[config.mk]
export PLATFORM = sky130hd
export DESIGN_NAME = image_row_readout_control
export DESIGN_NICKNAME = d
export VERILOG_FILES = /design/src/hdl/rrc_fifo.v /design/src/hdl/image_row_readout_control.v
export VERILOG_INCLUDE_DIRS = /design/src /design/src/hdl
export SDC_FILE = /design/constraint.sdc
export NUM_CORES = 1
export LEC_CHECK = 0
export ABC_CLOCK_PERIOD_IN_PS = 17000
export BUFFER_PORTS_ARGS = -buffer_cell sky130_fd_sc_hd__buf_2
export CORE_ASPECT_RATIO = 0.9
export CORE_MARGIN = 2
export CORE_UTILIZATION = 40
export DETAILED_ROUTE_END_ITERATION = 8
export PLACE_DENSITY = 0.62
export SLEW_MARGIN = 40
export SYNTH_ARGS = -nofsm -noshare
export SYNTH_HDL_FRONTEND = slang
export SYNTH_HIERARCHICAL = 1
export SYNTH_SLANG_ARGS = --single-unit
[constraint.sdc]
create_clock -name clk_sys_i -period 17 [get_ports clk_sys_i]
set_clock_uncertainty 0.2 [all_clocks]
set_input_delay 2.55 -clock clk_sys_i [delete_from_list [all_inputs] [get_ports clk_sys_i]]
set_output_delay 2.55 -clock clk_sys_i [all_outputs]
set_load 0.01 [all_outputs]
[src/hdl/image_row_readout_defs.vh]
/*
 * constants shared by the row readout control block and its fifo.
 * assumes it is included by bare name from files under hdl/.
 */
`ifndef IMAGE_ROW_READOUT_DEFS_VH
`define IMAGE_ROW_READOUT_DEFS_VH

// width of every active-low handshake pulse, in system clocks
`define RRC_PULSE_CYCLES 2'h2
// row select width and the first column value after a transfer
`define RRC_ROW_W 10
`define RRC_COL_START 7'h00
// reset values of the active-low pulse outputs (idle high)
`define RRC_PULSE_IDLE 1'b1
// controller fsm codes
`define RRC_ST_IDLE 2'h0
`define RRC_ST_CAL 2'h1
`define RRC_ST_CONV 2'h2
// default figures for counts the pins do not fix
`define RRC_CAL_CYCLES 64
`define RRC_GROUPS 128
`define RRC_FIFO_DEPTH 8

`endif

[src/hdl/rrc_fifo.v]
/*
 * small flip-flop fifo with valid/ready on both sides.
 * assumes one clock and an asynchronous active-high clear.
 */
`timescale 1ns/1ps
`default_nettype none

module rrc_fifo #(
   parameter WIDTH = 100,
   parameter DEPTH = 8,
   parameter AW = 3
) (
   // clock and clear
   input wire clk_sys_i,
   input wire clr_i,
   // fill side
   input wire in_valid_i,
   input wire [WIDTH-1:0] in_data_i,
   output wire in_ready_o,
   // drain side
   output wire out_valid_o,
   output wire [WIDTH-1:0] out_data_o,
   input wire out_ready_i
);

   reg [WIDTH-1:0] mem_reg [0:DEPTH-1];
   reg [AW-1:0] wr_reg;
   reg [AW-1:0] rd_reg;
   reg [AW:0] count_reg;
   wire push;
   wire pop;

   // full and empty come straight from the occupancy count
   assign in_ready_o = (count_reg != DEPTH[AW:0]);
   assign out_valid_o = (count_reg != {(AW+1){1'b0}});
   assign out_data_o = mem_reg[rd_reg];
   assign push = in_valid_i & in_ready_o;
   assign pop = out_ready_i & out_valid_o;

   // pointer wrap works for any depth, not only powers of two
   always @(posedge clk_sys_i or posedge clr_i) begin
      if (clr_i) begin
         wr_reg <= {AW{1'b0}};
         rd_reg <= {AW{1'b0}};
         count_reg <= {(AW+1){1'b0}};
      end else begin
         if (push) begin
            wr_reg <= (wr_reg == DEPTH[AW-1:0] - 1'b1) ? {AW{1'b0}}
                      : wr_reg + 1'b1;
         end
         if (pop) begin
            rd_reg <= (rd_reg == DEPTH[AW-1:0] - 1'b1) ? {AW{1'b0}}
                      : rd_reg + 1'b1;
         end
         if (push & ~pop) begin
            count_reg <= count_reg + 1'b1;
         end else if (pop & ~push) begin
            count_reg <= count_reg - 1'b1;
         end
      end
   end

   // storage is not reset; only the pointers give it meaning
   always @(posedge clk_sys_i) begin
      if (push) begin
         mem_reg[wr_reg] <= in_data_i;
      end
   end

endmodule

`default_nettype wire

[src/hdl/image_row_readout_control.v]
/*
 * row readout and converter calibration control of a parallel-output
 * image sensor: calibration handshake, row conversion with optional dark
 * offset, a row fifo, and envelope-framed column output.
 * assumes all inputs are synchronous to clk_sys_i except the row select
 * bus and the two resets; the pixel front end presents the samples of
 * the column group shown on array_col_o in the same cycle.
 */
// Functional notes
// - calibration completion reported by a two-clock low done pulse.
// - dark offset enable low applies a common offset; pin pulled up off.
// - offset is subtracted from the sample before it is quantised.
// - transfer envelope low moves the oldest converted row in the fifo to output.
// - transfer envelope also enables sense amps and restarts column counter.
// - output envelope low advances columns and updates ten ports each edge.
// - output envelope high holds the column counter and data ports; valid goes low.
// - low global clear resets all logic asynchronously; the fifo storage is not reset.
// - row select is 10 bits, bit 9 msb, 0 bottom to 1023 top.
// - row select is used unregistered, at its present level.
// - row processing completion gives a two-cycle low row done pulse.
`timescale 1ns/1ps
`default_nettype none
`include "image_row_readout_defs.vh"

module image_row_readout_control #(
   parameter DATA_W = 10,
   parameter PORTS = 10,
   parameter GROUPS = `RRC_GROUPS,
   parameter COL_W = 7,
   parameter CAL_CYCLES = `RRC_CAL_CYCLES,
   parameter CAL_W = 16,
   parameter FIFO_DEPTH = `RRC_FIFO_DEPTH,
   parameter FIFO_AW = 3
) (
   // clock and resets
   input wire clk_sys_i,
   input wire sys_rst_i,
   input wire global_logic_clear_n_i,
   // calibration handshake
   input wire adc_cal_begin_pulse_n_i,
   output wire cal_done_n_o,
   output wire cal_busy_o,
   // row conversion
   input wire row_start_n_i,
   input wire [`RRC_ROW_W-1:0] row_addr_i,
   input wire dark_off_en_n_i,
   input wire [DATA_W-1:0] dark_offset_i,
   input wire [PORTS*DATA_W-1:0] pix_sample_i,
   output wire [COL_W-1:0] array_col_o,
   output wire row_done_n_o,
   output wire [`RRC_ROW_W-1:0] converted_row_o,
   // readout
   input wire row_transfer_envelope_n_i,
   input wire column_out_envelope_n_i,
   output wire sense_amp_en_o,
   output wire [COL_W-1:0] col_count_o,
   output wire [PORTS*DATA_W-1:0] data_port_o,
   output wire data_valid_o
);

   localparam WORD_W = PORTS * DATA_W;
   // controller states, binary encoded
   localparam [1:0] ST_IDLE = `RRC_ST_IDLE;
   localparam [1:0] ST_CAL = `RRC_ST_CAL;
   localparam [1:0] ST_CONV = `RRC_ST_CONV;

   // saturating subtraction of the dark level from one lane
   function [DATA_W-1:0] sub_dark;
      input [DATA_W-1:0] sample;
      input [DATA_W-1:0] offset;
      begin
         sub_dark = (sample > offset) ? sample - offset : {DATA_W{1'b0}};
      end
   endfunction

   // remaining low cycles of an active-low two-cycle pulse
   function [1:0] pulse_next;
      input start;
      input [1:0] left;
      begin
         if (start) begin
            pulse_next = `RRC_PULSE_CYCLES;
         end else if (left != 2'h0) begin
            pulse_next = left - 2'h1;
         end else begin
            pulse_next = 2'h0;
         end
      end
   endfunction

   // either reset clears every register but the fifo storage without waiting for a clock
   wire async_clr = sys_rst_i | ~global_logic_clear_n_i;

   reg [1:0] state_reg;
   reg busy_reg;
   reg [1:0] cal_low_reg;
   reg [CAL_W-1:0] cal_cnt_reg;
   reg [COL_W-1:0] conv_col_reg;
   reg [1:0] cal_pulse_reg;
   reg [1:0] row_pulse_reg;
   reg cal_done_n_reg;
   reg row_done_n_reg;
   reg [`RRC_ROW_W-1:0] conv_row_reg;
   reg armed_reg;
   reg sense_amp_reg;
   reg [COL_W-1:0] col_reg;
   reg [WORD_W-1:0] data_reg;
   reg valid_reg;
   reg [WORD_W-1:0] conv_word;
   reg cal_finish;
   reg row_finish;
   integer i;

   wire fifo_in_ready;
   wire fifo_out_valid;
   wire [WORD_W-1:0] fifo_out_data;
   wire conv_push = (state_reg == ST_CONV);
   wire conv_step = conv_push & fifo_in_ready;
   wire last_conv = (conv_col_reg == GROUPS[COL_W-1:0] - 1'b1);
   wire in_transfer = ~row_transfer_envelope_n_i;
   wire read_step = armed_reg & ~in_transfer & ~column_out_envelope_n_i
                    & fifo_out_valid;
   wire last_read = (col_reg == GROUPS[COL_W-1:0] - 1'b1);

   // offset acts on the front-end level before it becomes a code
   always @* begin
      conv_word = pix_sample_i;
      for (i = 0; i < PORTS; i = i + 1) begin
         if (~dark_off_en_n_i) begin
            conv_word[i*DATA_W +: DATA_W] =
               sub_dark(pix_sample_i[i*DATA_W +: DATA_W],
                        dark_offset_i);
         end
      end
   end

   // converted groups wait here; a full fifo stalls conversion
   rrc_fifo #(
      .WIDTH(WORD_W),
      .DEPTH(FIFO_DEPTH),
      .AW(FIFO_AW)
   ) u_row_fifo (
      .clk_sys_i(clk_sys_i),
      .clr_i(async_clr),
      .in_valid_i(conv_push),
      .in_data_i(conv_word),
      .in_ready_o(fifo_in_ready),
      .out_valid_o(fifo_out_valid),
      .out_data_o(fifo_out_data),
      .out_ready_i(read_step)
   );

   // sequencing of calibration and row conversion
   always @(posedge clk_sys_i or posedge async_clr) begin
      if (async_clr) begin
         state_reg <= ST_IDLE;
         busy_reg <= 1'b0;
         cal_low_reg <= 2'h0;
         cal_cnt_reg <= {CAL_W{1'b0}};
         conv_col_reg <= `RRC_COL_START;
         conv_row_reg <= {`RRC_ROW_W{1'b0}};
         cal_finish <= 1'b0;
         row_finish <= 1'b0;
      end else begin
         cal_finish <= 1'b0;
         row_finish <= 1'b0;
         // count the low cycles of the begin pulse, saturating at two
         if (adc_cal_begin_pulse_n_i) begin
            cal_low_reg <= 2'h0;
         end else if (cal_low_reg != `RRC_PULSE_CYCLES) begin
            cal_low_reg <= cal_low_reg + 2'h1;
         end
         case (state_reg)
            ST_IDLE: begin
               // a begin pulse is taken on its second low cycle
               if (~adc_cal_begin_pulse_n_i &&
                   cal_low_reg == `RRC_PULSE_CYCLES - 2'h1) begin
                  state_reg <= ST_CAL;
                  busy_reg <= 1'b1;
                  cal_cnt_reg <= {CAL_W{1'b0}};
               end else if (~row_start_n_i) begin
                  state_reg <= ST_CONV;
                  conv_col_reg <= `RRC_COL_START;
               end
            end
            ST_CAL: begin
               // row starts are ignored until calibration is over
               if (cal_cnt_reg == CAL_CYCLES[CAL_W-1:0] - 1'b1) begin
                  state_reg <= ST_IDLE;
                  busy_reg <= 1'b0;
                  cal_finish <= 1'b1;
               end else begin
                  cal_cnt_reg <= cal_cnt_reg + 1'b1;
               end
            end
            ST_CONV: begin
               if (conv_step) begin
                  conv_col_reg <= conv_col_reg + 1'b1;
                  if (last_conv) begin
                     state_reg <= ST_IDLE;
                     row_finish <= 1'b1;
                     // live bus level, not a copy taken at row start
                     conv_row_reg <= row_addr_i;
                  end
               end
            end
            default: begin
               state_reg <= ST_IDLE;
               busy_reg <= 1'b0;
            end
         endcase
      end
   end

   // two-cycle active-low completion pulses
   always @(posedge clk_sys_i or posedge async_clr) begin
      if (async_clr) begin
         cal_pulse_reg <= 2'h0;
         row_pulse_reg <= 2'h0;
         cal_done_n_reg <= `RRC_PULSE_IDLE;
         row_done_n_reg <= `RRC_PULSE_IDLE;
      end else begin
         cal_pulse_reg <= pulse_next(cal_finish, cal_pulse_reg);
         row_pulse_reg <= pulse_next(row_finish, row_pulse_reg);
         cal_done_n_reg <= (pulse_next(cal_finish, cal_pulse_reg)
                            == 2'h0);
         row_done_n_reg <= (pulse_next(row_finish, row_pulse_reg)
                            == 2'h0);
      end
   end

   // readout: transfer arms the row, output envelope walks columns
   always @(posedge clk_sys_i or posedge async_clr) begin
      if (async_clr) begin
         armed_reg <= 1'b0;
         sense_amp_reg <= 1'b0;
         col_reg <= `RRC_COL_START;
         data_reg <= {WORD_W{1'b0}};
         valid_reg <= 1'b0;
      end else begin
         if (in_transfer) begin
            // the converted row becomes the output row
            armed_reg <= fifo_out_valid;
            sense_amp_reg <= 1'b1;
            col_reg <= `RRC_COL_START;
            valid_reg <= 1'b0;
         end else if (read_step) begin
            data_reg <= fifo_out_data;
            valid_reg <= 1'b1;
            if (last_read) begin
               armed_reg <= 1'b0;
               sense_amp_reg <= 1'b0;
            end else begin
               col_reg <= col_reg + 1'b1;
            end
         end else begin
            // envelope high: nothing advances, the last word stays
            valid_reg <= 1'b0;
         end
      end
   end

   assign cal_done_n_o = cal_done_n_reg;
   assign cal_busy_o = busy_reg;
   assign array_col_o = conv_col_reg;
   assign row_done_n_o = row_done_n_reg;
   assign converted_row_o = conv_row_reg;
   assign sense_amp_en_o = sense_amp_reg;
   assign col_count_o = col_reg;
   assign data_port_o = data_reg;
   assign data_valid_o = valid_reg;

endmodule

`default_nettype wire

==> metrics <==
post-synthesis instance area=approximately 42000 um2; Seq cells post-synth=966; clk sinks=slightly below 1000; Die Ht=313.2 um; syn avg cell area=15.75 um2; Synth Warn #=6; IO buf count=roughly 260; Peak VDD IR=122.0 uV; Async SR Flop Fraction=17.18%; Worst Path Max Fanout=10; clock period minus worst slack=approximately 5.5 ns; final cycle utilization of the critical path=roughly 32%; most common flop cell mapped by yosys=edfxtp_1; Sum Neg Setup Slack=0 ns; drt total wl=around 100 mm; Final GP Congestion=0.8492; CP Cell Sequence=buf_2, ha_1, fa_1, and2b_2, o2111ai_2, nand3_2, a2111oi_1, or3_1, o31ai_1; clock latency on the worst-skew pair=about 0.70 ns; Startpoint Class=input pin; arrival time worst endpoint=around 5.7 ns; max_cap viols=0; RSZ-0062 raised after global routing=no; Crit. End Element=register; initial core utilization=40.29%; Die W=347.6 um; Distinct cells, synth=72; maximum clock frequency=182.0 MHz; R2R Setup Slk=13.06 ns; maximum buffer depth of the clock tree=3; # Post-CTS Setup Buffers=0; WL per Instance=23.40 um; # DRC=0; vias in the first global route=23954; Hold Crit Class=reg -> reg; H-tree depth=3; first-pass GRT wire length=154.6 mm; drt first pass iters=5; Rel. slew slack=44.50%; PostCTS Resize Cnt=0; CTS tree=built; ANT nets after route=0; share of cells above drive strength 1=26.04%; Crit path largest cell delay=a little under 0.8 ns; Post-Layout Inst Area=48700 um2; Leakage Power=between 15 and 20 nW; Mapped Cells=2699; Post-Syn Nets=2950; via count=24218; DR iter-0 viols=2256; worst-margin pin slew=roughly 0.83 ns; Cell Area, Placed=45440 um2; Seq/Total Area, Yosys=66.31%; commonest cells after routing, fill and taps aside=edfxtp_1, nand2_1, buf_2, mux4_2, dfrtp_1; area grow syn2layout=14.60%; Core Rows=113; buffer and inverter count on the worst path=1; cts hold-fix bufs=0; Total GRT Usage=19.04%; critical path's top delay family=simple AND/OR/NAND/NOR gates; critical path type=in -> reg; CTS buffer count=100; Worst-path clk slew=0.06 ns; initial antenna violation count=17; I/O pin count=257; total die area=108900 um2; largest net degree at the start of global routing=between 100 and 150; most common cell after layout, fill and taps aside=edfxtp_1; Core Area=105500 um2; Post-synth EDFFs=800; max-slew violation count=0; final hold vios=0; PD cells=~160 nW/um2; Final setup viols=0; grt total ovfl=0; Root Buffer=clkbuf_16; vias per cell=5.423; # nets final=between 3000 and 4000; status=finished clean; critical path's slowest cell=o31ai_1; WP data required=17.17 ns; number of flip-flops under the largest register name=800; DPL Wire Length=61.58 mm
-- layer usage --
layer	GRT usage [%]	share of wire (%)	wire length [um]
met5	0	0.056	59
met3	3.822	7.7	8050
met2	29.40	45	47530
met4	4.614	2.2	2324
met1	27.84	45	46550
-- cells by family after synthesis --
logic type / Yosys count / synth area share (%)
simple gates: 706 / 7.175
fa+ha+maj: 123 / 3.815
buf+inv: 172 / 1.967
mux: 309 / 13.47
flops: 966 / 66.31
xor+xnor: 91 / 1.875
compound gates: 332 / 5.388
-- synth_stat cells, drive strengths merged, types with 10 or more instances --
library cell  count  share of area [%]
and3             10               0.15
o31ai            24               0.42
mux4            200                 11
nand3            31               0.38
edfxtp          800                 57
a31oi            13               0.19
buf              49               0.88
ha              112                3.3
dfrtp           164                9.7
fa               11               0.52
inv              63               0.56
nor2             86               0.76
a21o             20               0.35
xnor2            55                1.1
a211oi           13               0.23
nor3             18               0.21
o21a             14               0.25
clkbuf           60               0.53
xor2             36               0.74
o41ai            11               0.31
mux2            105                2.8
a22o             48               0.99
nor2b            34               0.50
o21ai            79               0.94
nand2           456                4.0
nand2b           19               0.28
a21oi            60               0.73
-- worst paths after layout --
| path | startpoint | end | depth (start not counted) |
|---|---|---|---|
| worst max-delay path | dark_offset_i[0] | u_row_fifo/mem_reg[1][63] | 9 |
| worst max register to register | u_row_fifo/count_reg[0] | u_row_fifo/count_reg[3] | 12 |
| max in group asynchronous | sys_rst_i | data_port_o[59] | 4 |
| worst min-delay path | row_pulse_reg[1] | row_done_n_o | 1 |
| worst min register to register | row_pulse_reg[1] | row_done_n_o | 1 |
| min in group asynchronous | global_logic_clear_n_i | col_count_o[4] | 3 |
-- metrics by stage --
stage	setup WS (ns)	instances	hold WS [ns]	utilization [%]	power, mW
CTS	11.43	4460	0.2058	46.09	7.955
finish	11.50	4466	0.2055	46.18	7.852
floorplan	4.340	2699	0.1831	-	5.172
global placement	10.63	4270	0.1919	42.99	5.791
detailed placement	10.75	4270	0.1954	43.08	5.823
global route	11.36	4460	0.2326	46.16	8.252
-- cell type report --
class                           instances  area [um2]
Antenna cell                            6       15.01
Clock buffer                          136        2698
Clock inverter                         54       480.5
Fill cell                            9140       56770
Inverter                               63       239.0
Multi-Input combinational cell       1561       13660
Sequential cell                       966       28190
Tap cell                             1380        1727
Timing Repair Buffer                  300        1692
-- power by group --
part | leakage, nW | switching [mW] | internal, mW
registers | 9.49 | 0.236 | 3.23
logic | 7.05 | 1.26 | 1.00
clock network | 1.56 | 0.929 | 1.18
total | 18.1 | 2.43 | 5.42
No activity file was read; power rests on OpenSTA's default activity.
